**src/hdl/dldc_consts.svh**
```systemverilog
/*
  register offsets, reset values, field positions and bus codes of the
  dual led dimming command register bank.
  assumes nothing; definitions only.
*/
`ifndef DLDC_CONSTS_SVH
`define DLDC_CONSTS_SVH
`define DLDC_IDX_CTRL     4'h1
`define DLDC_IDX_CH1_LOW  4'h2
`define DLDC_IDX_CH1_HIGH 4'h3
`define DLDC_IDX_CH2_LOW  4'h4
`define DLDC_IDX_CH2_HIGH 4'h5
`define DLDC_IDX_CH1_LVL  4'h6
`define DLDC_IDX_CH2_LVL  4'h7
`define DLDC_IDX_MASK     4'h8
`define DLDC_IDX_FLAGS    4'h9
`define DLDC_RST_CTRL     8'h0c
`define DLDC_RST_ZERO     8'h00
`define DLDC_RST_ONES     8'hff
`define DLDC_CTRL_WMASK   8'hcd
`define DLDC_BIT_LATCHOFF 7
`define DLDC_BIT_CLKOUT   6
`define DLDC_BIT_CH1_DIM  3
`define DLDC_BIT_CH2_DIM  2
`define DLDC_BIT_PHASE    0
`define DLDC_SCALE_HI     7
`define DLDC_SCALE_LO     5
`define DLDC_ONT_LO_HI    4
`define DLDC_BCAST_WR     8'h18
`define DLDC_BCAST_RD     8'h19
`define DLDC_DEV_PREFIX   3'h6
`define DLDC_BYTE_BITS    4'h8
`endif

```
**src/hdl/dldc_pkg.sv**
```systemverilog
/*
  types of the dual led dimming command register bank.
  assumes dldc_consts.svh for the numbers themselves.
*/
package dldc_pkg;
  typedef enum logic [2:0] {ST_IDLE, ST_RX, ST_ACK, ST_TX, ST_TXACK} dldc_st_t;
  typedef struct packed {
    logic            scl_s1;
    logic            scl_s2;
    logic            scl_s3;
    logic            sda_s1;
    logic            sda_s2;
    logic            sda_s3;
    logic [3:0]      adr_s1;
    logic [3:0]      adr_s2;
    dldc_st_t        st;
    logic [3:0]      bitcnt;
    logic [7:0]      shreg;
    logic [1:0]      byte_idx;
    logic            rd;
    logic            ara;
    logic            bcw;
    logic [7:0]      ptr;
    logic [9:0][7:0] hold;
    logic [9:0][7:0] work;
    logic            sda_oe;
    logic            alert;
    logic            restart;
  } dldc_state_t;
endpackage

```
**src/hdl/dldc_regs.sv**
```systemverilog
/*
  i2c subordinate command and status register bank of a dual led driver,
  with broadcast counter restart and alert response.
  assumes scl/sda/address select levels arrive asynchronously, fault events
  come from logic on mclk, and the pwm and analog stages consume the outputs.
*/
// Contract
// - broadcast write byte 0x18 restarts both channel dimming counters together
// - broadcast write changes no register bit, only restarts counters
// - broadcast read: controller sends 0x19, alerting device answers one byte
// - answer byte is 110, four address bits, then zero
// - control bit 7 enables latch-off mode
// - control bit 6 enables the clock output
// - control bits 3 and 2 enable pulse dimming per channel, else always on
// - control bit 0 set shifts channel 2 dimming by half a period
// - first dimming register: scale in bits 7..5, low on-time bits 4..0
// - second dimming register: high eight on-time bits, both reset zero
// - analog level register per channel, msb first, resets to all ones
// - report mask enables each fault per channel, resets all enabled
// - fault flags show each reported fault, same layout, reset zero
// - written bytes wait in holding latches until a stop arrives
// - register pointer kept for reads until a new sub-address is written
// - alert answer aborts when driving one but seeing zero, retries later
// - after a full alert answer, release alert and ignore further requests
`include "dldc_consts.svh"
`timescale 1ns/1ps
`default_nettype none
module dldc_regs #(
  parameter int NUM_REGS = 9
) (
  input  wire logic       mclk,
  input  wire logic       resetn,
  input  wire logic       scl_in,
  input  wire logic       sda_in,
  output logic            sda_out,
  output logic            sda_oe,
  input  wire logic [3:0] addr_sel,
  input  wire logic [7:0] fault_event,
  output logic            alert_out,
  output logic            alert_oe,
  output logic            dim_restart,
  output logic            latchoff_en,
  output logic            clkout_en,
  output logic            ch1_pulse_en,
  output logic            ch2_pulse_en,
  output logic            phase_shift,
  output logic [2:0]      ch1_freq_scale,
  output logic [12:0]     ch1_ontime,
  output logic [2:0]      ch2_freq_scale,
  output logic [12:0]     ch2_ontime,
  output logic [7:0]      ch1_level,
  output logic [7:0]      ch2_level,
  output logic [7:0]      fault_report_mask,
  output logic [7:0]      fault_flags
);
  import dldc_pkg::*;

  if (NUM_REGS != 9) begin : g_bad_regs
    $error("dldc_regs serves exactly nine registers");
  end

  dldc_state_t s_r;
  dldc_state_t s_nxt;
  logic        scl_rise;
  logic        scl_fall;
  logic        start_ev;
  logic        stop_ev;
  logic        ack;
  logic        flag_clr;
  logic [7:0]  fset;
  logic [7:0]  txbyte;

  function automatic logic is_rw(input logic [7:0] p);
    return (p[7:4] == 4'h0) && (p[3:0] >= `DLDC_IDX_CTRL) && (p[3:0] <= `DLDC_IDX_MASK);
  endfunction

  function automatic logic [7:0] rd_sel(input logic [7:0] p,
                                        input logic [9:0][7:0] h,
                                        input logic [7:0] flags);
    logic [7:0] v;
    v = 8'h00;
    if (is_rw(p)) begin
      v = h[p[3:0]];
    end else if (p == {4'h0, `DLDC_IDX_FLAGS}) begin
      v = flags;
    end
    return v;
  endfunction

  // edge detection reads only the second and third stages
  assign scl_rise = s_r.scl_s2 & ~s_r.scl_s3;
  assign scl_fall = ~s_r.scl_s2 & s_r.scl_s3;
  assign start_ev = s_r.scl_s2 & s_r.scl_s3 & ~s_r.sda_s2 & s_r.sda_s3;
  assign stop_ev  = s_r.scl_s2 & s_r.scl_s3 & s_r.sda_s2 & ~s_r.sda_s3;
  assign fset     = fault_event & s_r.work[`DLDC_IDX_MASK];
  // pending edits are visible on readback before the stop commits them
  assign txbyte   = s_r.ara ? {`DLDC_DEV_PREFIX, s_r.adr_s2, 1'b0}
                            : rd_sel(s_r.ptr, s_r.hold, s_r.work[`DLDC_IDX_FLAGS]);

  always_comb begin
    s_nxt = s_r;
    ack = 1'b0;
    flag_clr = 1'b0;
    s_nxt.scl_s1 = scl_in;
    s_nxt.scl_s2 = s_r.scl_s1;
    s_nxt.scl_s3 = s_r.scl_s2;
    s_nxt.sda_s1 = sda_in;
    s_nxt.sda_s2 = s_r.sda_s1;
    s_nxt.sda_s3 = s_r.sda_s2;
    s_nxt.adr_s1 = addr_sel;
    s_nxt.adr_s2 = s_r.adr_s1;
    s_nxt.restart = 1'b0;
    case (s_r.st)
      ST_IDLE: begin
      end
      ST_RX: begin
        if (scl_rise) begin
          s_nxt.shreg = {s_r.shreg[6:0], s_r.sda_s2};
          s_nxt.bitcnt = s_r.bitcnt + 4'h1;
        end else if (scl_fall && s_r.bitcnt == `DLDC_BYTE_BITS) begin
          s_nxt.bitcnt = 4'h0;
          if (s_r.byte_idx == 2'd0) begin
            s_nxt.rd = s_r.shreg[0];
            s_nxt.ara = 1'b0;
            s_nxt.bcw = 1'b0;
            if (s_r.shreg[7:1] == {`DLDC_DEV_PREFIX, s_r.adr_s2}) begin
              ack = 1'b1;
            end else if (s_r.shreg == `DLDC_BCAST_WR) begin
              ack = 1'b1;
              s_nxt.bcw = 1'b1;
              s_nxt.restart = 1'b1;
            end else if (s_r.shreg == `DLDC_BCAST_RD && s_r.alert) begin
              ack = 1'b1;
              s_nxt.ara = 1'b1;
            end
          end else if (!s_r.bcw) begin
            // bytes after a broadcast write are not acked and touch nothing
            ack = 1'b1;
            if (s_r.byte_idx == 2'd1) begin
              s_nxt.ptr = s_r.shreg;
            end else if (is_rw(s_r.ptr)) begin
              s_nxt.hold[s_r.ptr[3:0]] = (s_r.ptr[3:0] == `DLDC_IDX_CTRL) ?
                (s_r.shreg & `DLDC_CTRL_WMASK) : s_r.shreg;
            end
          end
          s_nxt.byte_idx = (s_r.byte_idx == 2'd2) ? 2'd2 : s_r.byte_idx + 2'd1;
          s_nxt.st = ack ? ST_ACK : ST_IDLE;
          s_nxt.sda_oe = ack;
        end
      end
      ST_ACK: begin
        if (scl_fall) begin
          s_nxt.bitcnt = 4'h0;
          if (s_r.rd) begin
            s_nxt.st = ST_TX;
            s_nxt.shreg = txbyte;
            s_nxt.sda_oe = ~txbyte[7];
            flag_clr = !s_r.ara && (s_r.ptr == {4'h0, `DLDC_IDX_FLAGS});
          end else begin
            s_nxt.st = ST_RX;
            s_nxt.sda_oe = 1'b0;
          end
        end
      end
      ST_TX: begin
        if (scl_rise) begin
          if (s_r.ara && !s_r.sda_oe && !s_r.sda_s2) begin
            s_nxt.st = ST_IDLE;
          end else begin
            s_nxt.bitcnt = s_r.bitcnt + 4'h1;
          end
        end else if (scl_fall) begin
          if (s_r.bitcnt == `DLDC_BYTE_BITS) begin
            s_nxt.st = ST_TXACK;
            s_nxt.sda_oe = 1'b0;
            if (s_r.ara) begin
              s_nxt.alert = 1'b0;
            end
          end else begin
            s_nxt.shreg = {s_r.shreg[6:0], 1'b0};
            s_nxt.sda_oe = ~s_r.shreg[6];
          end
        end
      end
      ST_TXACK: begin
        if (scl_fall) begin
          s_nxt.st = ST_IDLE;
        end
      end
      default: begin
        s_nxt.st = ST_IDLE;
      end
    endcase
    // a fault that lands on the clearing read still sets its flag
    s_nxt.work[`DLDC_IDX_FLAGS] = (flag_clr ? 8'h00 : s_r.work[`DLDC_IDX_FLAGS]) | fset;
    if ((fset & ~s_r.work[`DLDC_IDX_FLAGS]) != 8'h00) begin
      s_nxt.alert = 1'b1;
    end
    if (start_ev) begin
      s_nxt.st = ST_RX;
      s_nxt.bitcnt = 4'h0;
      s_nxt.byte_idx = 2'd0;
      s_nxt.sda_oe = 1'b0;
    end
    if (stop_ev) begin
      s_nxt.st = ST_IDLE;
      s_nxt.sda_oe = 1'b0;
      s_nxt.work[`DLDC_IDX_MASK:`DLDC_IDX_CTRL] =
        s_r.hold[`DLDC_IDX_MASK:`DLDC_IDX_CTRL];
    end
  end

  always_ff @(posedge mclk) begin
    if (!resetn) begin
      s_r <= '0;
      s_r.scl_s1 <= 1'b1;
      s_r.scl_s2 <= 1'b1;
      s_r.scl_s3 <= 1'b1;
      s_r.sda_s1 <= 1'b1;
      s_r.sda_s2 <= 1'b1;
      s_r.sda_s3 <= 1'b1;
      s_r.st <= ST_IDLE;
      s_r.hold[`DLDC_IDX_CTRL] <= `DLDC_RST_CTRL;
      s_r.work[`DLDC_IDX_CTRL] <= `DLDC_RST_CTRL;
      s_r.hold[`DLDC_IDX_CH1_LVL] <= `DLDC_RST_ONES;
      s_r.work[`DLDC_IDX_CH1_LVL] <= `DLDC_RST_ONES;
      s_r.hold[`DLDC_IDX_CH2_LVL] <= `DLDC_RST_ONES;
      s_r.work[`DLDC_IDX_CH2_LVL] <= `DLDC_RST_ONES;
      s_r.hold[`DLDC_IDX_MASK] <= `DLDC_RST_ONES;
      s_r.work[`DLDC_IDX_MASK] <= `DLDC_RST_ONES;
    end else begin
      s_r <= s_nxt;
    end
  end

  assign sda_out           = 1'b0;
  assign sda_oe            = s_r.sda_oe;
  assign alert_out         = 1'b0;
  assign alert_oe          = s_r.alert;
  assign dim_restart       = s_r.restart;
  assign latchoff_en       = s_r.work[`DLDC_IDX_CTRL][`DLDC_BIT_LATCHOFF];
  assign clkout_en         = s_r.work[`DLDC_IDX_CTRL][`DLDC_BIT_CLKOUT];
  assign ch1_pulse_en      = s_r.work[`DLDC_IDX_CTRL][`DLDC_BIT_CH1_DIM];
  assign ch2_pulse_en      = s_r.work[`DLDC_IDX_CTRL][`DLDC_BIT_CH2_DIM];
  assign phase_shift       = s_r.work[`DLDC_IDX_CTRL][`DLDC_BIT_PHASE];
  assign ch1_freq_scale    = s_r.work[`DLDC_IDX_CH1_LOW][`DLDC_SCALE_HI:`DLDC_SCALE_LO];
  assign ch1_ontime        = {s_r.work[`DLDC_IDX_CH1_HIGH],
                              s_r.work[`DLDC_IDX_CH1_LOW][`DLDC_ONT_LO_HI:0]};
  assign ch2_freq_scale    = s_r.work[`DLDC_IDX_CH2_LOW][`DLDC_SCALE_HI:`DLDC_SCALE_LO];
  assign ch2_ontime        = {s_r.work[`DLDC_IDX_CH2_HIGH],
                              s_r.work[`DLDC_IDX_CH2_LOW][`DLDC_ONT_LO_HI:0]};
  assign ch1_level         = s_r.work[`DLDC_IDX_CH1_LVL];
  assign ch2_level         = s_r.work[`DLDC_IDX_CH2_LVL];
  assign fault_report_mask = s_r.work[`DLDC_IDX_MASK];
  assign fault_flags       = s_r.work[`DLDC_IDX_FLAGS];
endmodule
`default_nettype wire

```
**config.mk**
```make
export PLATFORM = sky130hd
export DESIGN_NAME = dldc_regs
export DESIGN_NICKNAME = d
export VERILOG_FILES = /design/src/hdl/dldc_pkg.sv /design/src/hdl/dldc_regs.sv
export VERILOG_INCLUDE_DIRS = /design/src /design/src/hdl
export SDC_FILE = /design/constraint.sdc
export NUM_CORES = 1
export LEC_CHECK = 0
export ABC_AREA = 1
export BUFFER_PORTS_ARGS = -buffer_cell sky130_fd_sc_hd__clkbuf_2
export CAP_MARGIN = 10
export CORE_MARGIN = 2
export CORE_UTILIZATION = 56
export CTS_CLUSTER_DIAMETER = 120
export DETAILED_ROUTE_END_ITERATION = 8
export PLACE_DENSITY = 0.82
export SYNTH_ARGS = -nofsm -noshare
export SYNTH_HDL_FRONTEND = slang
export SYNTH_SLANG_ARGS = --single-unit
```
**constraint.sdc**
```tcl
create_clock -name mclk -period 2.5 [get_ports mclk]
set_input_delay 0.25 -clock mclk [delete_from_list [all_inputs] [get_ports mclk]]
set_output_delay 0.25 -clock mclk [all_outputs]
set_load 0.1 [all_outputs]
```
; ---- After elaboration in Yosys (flattened, before gate mapping)
; Cells that the tools add are included.
[word_totals]
ff_bits = 197
output_inout_bits = 74
elab_cells = 198
[op_classes]
add_sub_neg = 2
magnitude_cmp = 4
eq_ne = 36
n_mux = 58
bitwise = 25
n_reduce_logical = 34
[op_table]
columns = cell, n
row1 = two-way mux 8 bit, 11
row2 = bitwise mux 80 bit, 1
row3 = case mux 12 bit (3 select lines), 1
row4 = binary-select mux 8 bit (select 4 bit), 1
row5 = demux 8 bit (select 4 bit), 1
row6 = "inequality test 2 bit, second input constant", 12
row7 = "inequality test 3 bit, second input constant", 8
row8 = two-way mux 1 bit, 22
row9 = two-way mux 3 bit, 6
row10 = bitwise AND 8 bit, 2
row11 = "equality test 8 x 5 -> 1 bit, second input constant", 2
row12 = AND reduction 8 bit, 2
row13 = two-way mux 15 bit, 1
row14 = case mux 3 bit (5 select lines), 1
row15 = inverter 1 bit, 14
row16 = AND reduction 7 bit, 2
row17 = two-way mux 2 bit, 6
row18 = two-way mux 4 bit, 3
row19 = "inequality test 4 bit, second input constant", 3
row20 = AND reduction 6 bit, 2
row21 = AND reduction 5 bit, 2
row22 = "equality test 8 x 4 -> 1 bit, second input constant", 1
row23 = ">= comparator 4 x 1 -> 1 bit, second input constant", 2
row24 = logical AND 1 bit, 8
row25 = other kinds (32), 45

; ---- Longest topological paths before layout
[depth]
word_depth = 14
depth_mapped = 13

; ---- Worst setup path before layout
; OpenSTA, ideal clock, no wires.
[synth_timing]
path_kind = reg2reg
from = register s_r, in the netlist sda_oe
to = register s_r[186] (netlist bit)
t_arrival_ps = 1927
required_ps = 2381
setup_slack_ps = 454
path_stages_with_launch = 9
n_path_buf = 0
period_less_slack_ps = 2046
cell_sequence = dfxtp_1 nor3_1 or2_2 nand2_1 nand3_1 inv_1 nand2_1 nand2_1 nor3_1
[synth_between]
elab_chain_len = 5
[synth_rtl]
columns = item, line_no
row1 = from (decl), dldc_regs.sv:62  ; dldc_state_t s_r;
row2 = from (signal assigned), dldc_regs.sv:232  ; s_r <= s_nxt;
row3 = zero test 1 bit, dldc_regs.sv:167  ; if (s_r.ara && !s_r.sda_oe && !s_r.sda_s2) begin
row4 = logical AND 1 bit (2 in a row), dldc_regs.sv:167
row5 = inequality test 2 bit (no line), --
row6 = AND reduction 5 bit (no line), --
; No other way between the ends.
; A chain may end at the register's enable or synchronous reset.

; ---- Worst setup path after layout
[layout_timing]
from = register s_r[174] (netlist bit)
to = register s_r[111] (netlist bit)
[layout_between]
elab_chain_len = 3
word_cells_on_any_way = 5
classes_between = eq/ne: 1 / bitwise: 2 / reduce/logical: 2
[layout_rtl]
columns = item, line_no
row1 = equality test 2 x 1 -> 1 bit or zero test 2 bit (tied branches), "dldc_regs.sv:139, dldc_regs.sv:122"
row2 = inverter 1 bit (no line), --
row3 = AND reduction 7 bit (no line) (*), --
; Mark *: on every way between the ends. The rest lies on a longest branch, timed or not.

==> impl_results.rst <==
.. list-table::
   :header-rows: 1

   * - Metric
     - Value
   * - Most frequent CP cell
     - sky130_fd_sc_hd__inv_1
   * - Compound-cell area share of the yosys netlist
     - 17.2%
   * - Overall via count from detail_route
     - 7518
   * - Routed length on met2
     - 10100 µm
   * - Number of input and output port buffers inserted
     - 87
   * - Die outline height
     - 128 µm
   * - Leakage component of the power
     - 4.62 nW
   * - Count of placed standard cells in the final layout, fillers left out
     - 1384
   * - Total setup violations reported at the end of the flow
     - 0
   * - Grt total ovfl
     - 0
   * - Top_reg_cell synth
     - sky130_fd_sc_hd__dfxtp_1
   * - Top layer reached by signal wires
     - met4
   * - Met3 layer wire length in the routed design
     - 1660 µm
   * - Final worst-path cycle share
     - 91.6%
   * - NetSw
     - 0.00264 W
   * - Sw Share
     - 34.2%
   * - DIE AREA
     - 16400 µm²
   * - Boundary pin count
     - 90
   * - Root Driver
     - sky130_fd_sc_hd__clkbuf_16
   * - Cells after Synth
     - 1162
   * - Share of synthesized area spent on multiplexers
     - 0%
   * - VDD IR max
     - 0.000782 V
   * - Peak clock frequency supported by timing
     - 437 MHz
   * - Largest net degree at the start of global routing
     - 138
   * - Design internal power
     - 0.00508 W
   * - Share of synthesized cell area in full adder, half adder and majority cells
     - 1.02%
   * - Setup repair bufs after CTS
     - 0
   * - Warnings from Yosys
     - 0
   * - Clock tree from TritonCTS
     - yes
   * - Critical Path Slowest Stage Cell
     - sky130_fd_sc_hd__dfxtp_1
   * - Final routed DRC violation total
     - 0
   * - Quantity of gates resized following cts
     - 0
   * - Total count of max-transition violations in the final report
     - 0
   * - Commonest non-fill, non-tap cells in the layout
     - sky130_fd_sc_hd__nand2_1 (290), sky130_fd_sc_hd__dfxtp_1 (190), sky130_fd_sc_hd__inv_1 (136)
   * - Outcome
     - complete, no violations
   * - Gate power share
     - 21.6%
   * - Worst Path Arrival
     - 2620 ps
   * - Initial antenna violation count
     - 0
   * - Largest driver fanout on the critical path
     - 16
   * - Share of synthesized registers carrying an async set or reset
     - 0%
   * - Max-Slew Margin vs Limit
     - 63.2%
   * - Total Routing Usage GR
     - 27.0%
   * - TritonCTS buffer count
     - 17
   * - Critical Path Start Type
     - register
   * - Crit end category
     - register
   * - Drt total wl
     - 21600 µm
   * - Crit path cell chain
     - inv_1 -> ha_1 -> nor2_1 -> nand2_1 -> inv_1 -> nand3_1 -> nor2_4 -> nand3_2 -> o21ai_0 -> a21oi_1
   * - Post-route setup TNS
     - 0 ps
   * - DP Cell Count
     - 1346
   * - First-pass GRT wire length
     - 34600 µm
   * - Hold Crit Class
     - input port to register
   * - Hold-fix buffers, CTS
     - 6
   * - Placer congestion estimate
     - 0.965
   * - Number of placement rows
     - 45
   * - Final routed wire length divided by cell count
     - 15.6 µm
   * - Cell types with the largest area share after synthesis
     - sky130_fd_sc_hd__dfxtp_1 (44%), sky130_fd_sc_hd__nand2_1 (13%), sky130_fd_sc_hd__inv_1 (5.9%)
   * - Placed cell areas
     - 8800 µm²
   * - Post-route clock skew
     - 14.7 ps
   * - Layout cell share with drive strength beyond 1
     - 16.1%
   * - Post-synth EDFFs
     - 0
   * - Clock transition at the registers of the reported paths
     - 80 ps
   * - Setup slack at placement
     - 255 ps
   * - Sequential element share of the synthesized area
     - 44.2%
   * - Area of all placed cells without fillers
     - 9460 µm²
   * - Area overhead of the layout relative to synthesis
     - 9.82%
   * - H-Tree Depth
     - 4
   * - Worst EP required
     - 2830 ps
   * - Count of different cell masters after synthesis
     - 35
   * - Synthesized area per cell
     - 7.41 µm²
   * - Simple-gate portion of the synthesized area
     - 22.9%
   * - Die extent in x
     - 128 µm
   * - Most frequent standard cell in the layout excluding fill and tap cells
     - sky130_fd_sc_hd__nand2_1
   * - Transition time at the pin with the least slew margin
     - 554 ps
   * - Initial DRC count
     - 790
   * - Max-capacitance violation count
     - 0
   * - Count of inserted antenna diode cells
     - 0
   * - Number of global-route vias before repair
     - 6912
   * - Xor-xnor portion of the synthesized cell area
     - 0.203%
   * - Sequential cell fraction of total power
     - 42.9%
   * - Number of nets with antenna violations after routing
     - 0
   * - Detailed placer's ending HPWL
     - 15100 µm
   * - Number of clock sinks
     - 190
   * - Pre-antenna DRT Iters
     - 6
   * - Clock latency on the worst-skew pair
     - 450 ps
   * - Maximum buffer depth of the clock tree
     - 2
   * - Ratio of routed vias to standard cells
     - 5.43
   * - Starting density of the core
     - 57.1%
   * - Minimum period implied by the final worst setup slack
     - 2290 ps
   * - Hold Fails Final Rpt
     - 0
   * - Number of register bits inferred by synthesis
     - 190
   * - Minimum hold slack
     - 63.7 ps
   * - Post-Syn Area
     - 8610 µm²
   * - Placeable core region
     - 15100 µm²
   * - Count of nets after finishing
     - 1206
   * - RSZ-0062 raised after global routing
     - false
   * - Critical path type
     - register to register
   * - Main combinational cell family by area after synthesis
     - simple AND/OR/NAND/NOR gates
   * - Worst path max stage delay
     - 350 ps
   * - Met1 routed wirelength after detailed routing
     - 9220 µm
   * - Fraction of synthesized cell area taken by the top area cell type
     - 44.2%
   * - Post-layout worst setup margin
     - 210 ps
   * - Cell taking the most area after synthesis
     - sky130_fd_sc_hd__dfxtp_1
   * - Power per standard cell area
     - 817 nW/µm²
   * - Part of the total power dissipated in the clock network
     - 35.4%
power groups by stage:
| stage | logic, W | registers (W) | clock network (W) |
|---|---|---|---|
| after floorplan | 0.00120 | 0.00336 | 0 |
| after global placement | 0.00161 | 0.00338 | 0 |
| after detailed placement | 0.00163 | 0.00338 | 0 |
| after CTS | 0.00164 | 0.00331 | 0.00276 |
| after global routing | 0.00182 | 0.00333 | 0.00289 |
| final | 0.00167 | 0.00332 | 0.00274 |
flip-flops by register name, summed over array words and instances, names as in the netlist:
| name | cells |
|---|---|
| s_r | 110 |
| ch1_ontime | 13 |
| ch2_ontime | 13 |
| ch1_level | 8 |
| ch2_level | 8 |
| fault_flags | 8 |
| fault_report_mask | 8 |
| s_nxt | 8 |
| ch1_freq_scale | 3 |
| ch2_freq_scale | 3 |
| alert_oe | 1 |
| ch1_pulse_en | 1 |
| ch2_pulse_en | 1 |
| clkout_en | 1 |
| dim_restart | 1 |
| latchoff_en | 1 |
| phase_shift | 1 |
| sda_oe | 1 |
Yosys cell counts, drive strengths merged, types with 2 or more instances:
cell type  number
nor3            6
inv           139
buf            79
nand3          55
a22oi           5
nand2         290
o22ai          13
clkinv          2
nor2           93
o21ai          59
a21oi          89
ha              7
xnor2           2
o31ai           3
o211ai         28
dfxtp         190
nand4          14
a211oi         33
nor4            2
or2            10
clkbuf         39
kinds of logic after synthesis:
kind of cell,count (synthesis)
adders and majority gates,7
buffers and inverters,259
and+or+nand+nor,470
xor gates and xnor gates,2
AOI/OAI and AO/OA,233
DFF,190
other,1
area by class of cell:
type | count | area [µm²]
multi-input combinational | 714 | 3570
inverter | 141 | 529
clock buffer | 19 | 453
timing repair buffer | 119 | 718
clock inverter | 13 | 146
fill | 1321 | 5630
tap | 188 | 235
sequential | 190 | 3800
critical path: cells and delay by family (launching register included):
family | cells | cell delay, ps
simple gates | 5 | 1090
compound gates | 2 | 380
fa+ha+maj | 1 | 220
buf+inv | 2 | 130
flops | 1 | 350
per-layer routing:
metal	global-route usage, %	up-vias
li1	-	3738
met1	35.5	3400
met2	43.2	329
met3	6.09	51
met4	11.3	0
met5	0	-
path summary, 6_finish.rpt:
path / startpoint / endpoint / slack, ps / cells after the start
max: s_r[174] / s_r[111] / 210 / 10
min reg2reg: s_nxt[203] / s_nxt[202] / 420 / 1
min: fault_event[5] / fault_flags[5] / 60 / 3
max reg2reg: s_r[174] / s_r[111] / 210 / 10
metrics by stage:
stage	power [W]	util, %
final	0.00773	62.7
after global routing	0.00804	62.7
after CTS	0.00772	62.7
after detailed placement	0.00501	58.3
after global placement	0.00499	58.3
after floorplan	0.00456	-
(Power assumes the default switching activity.)
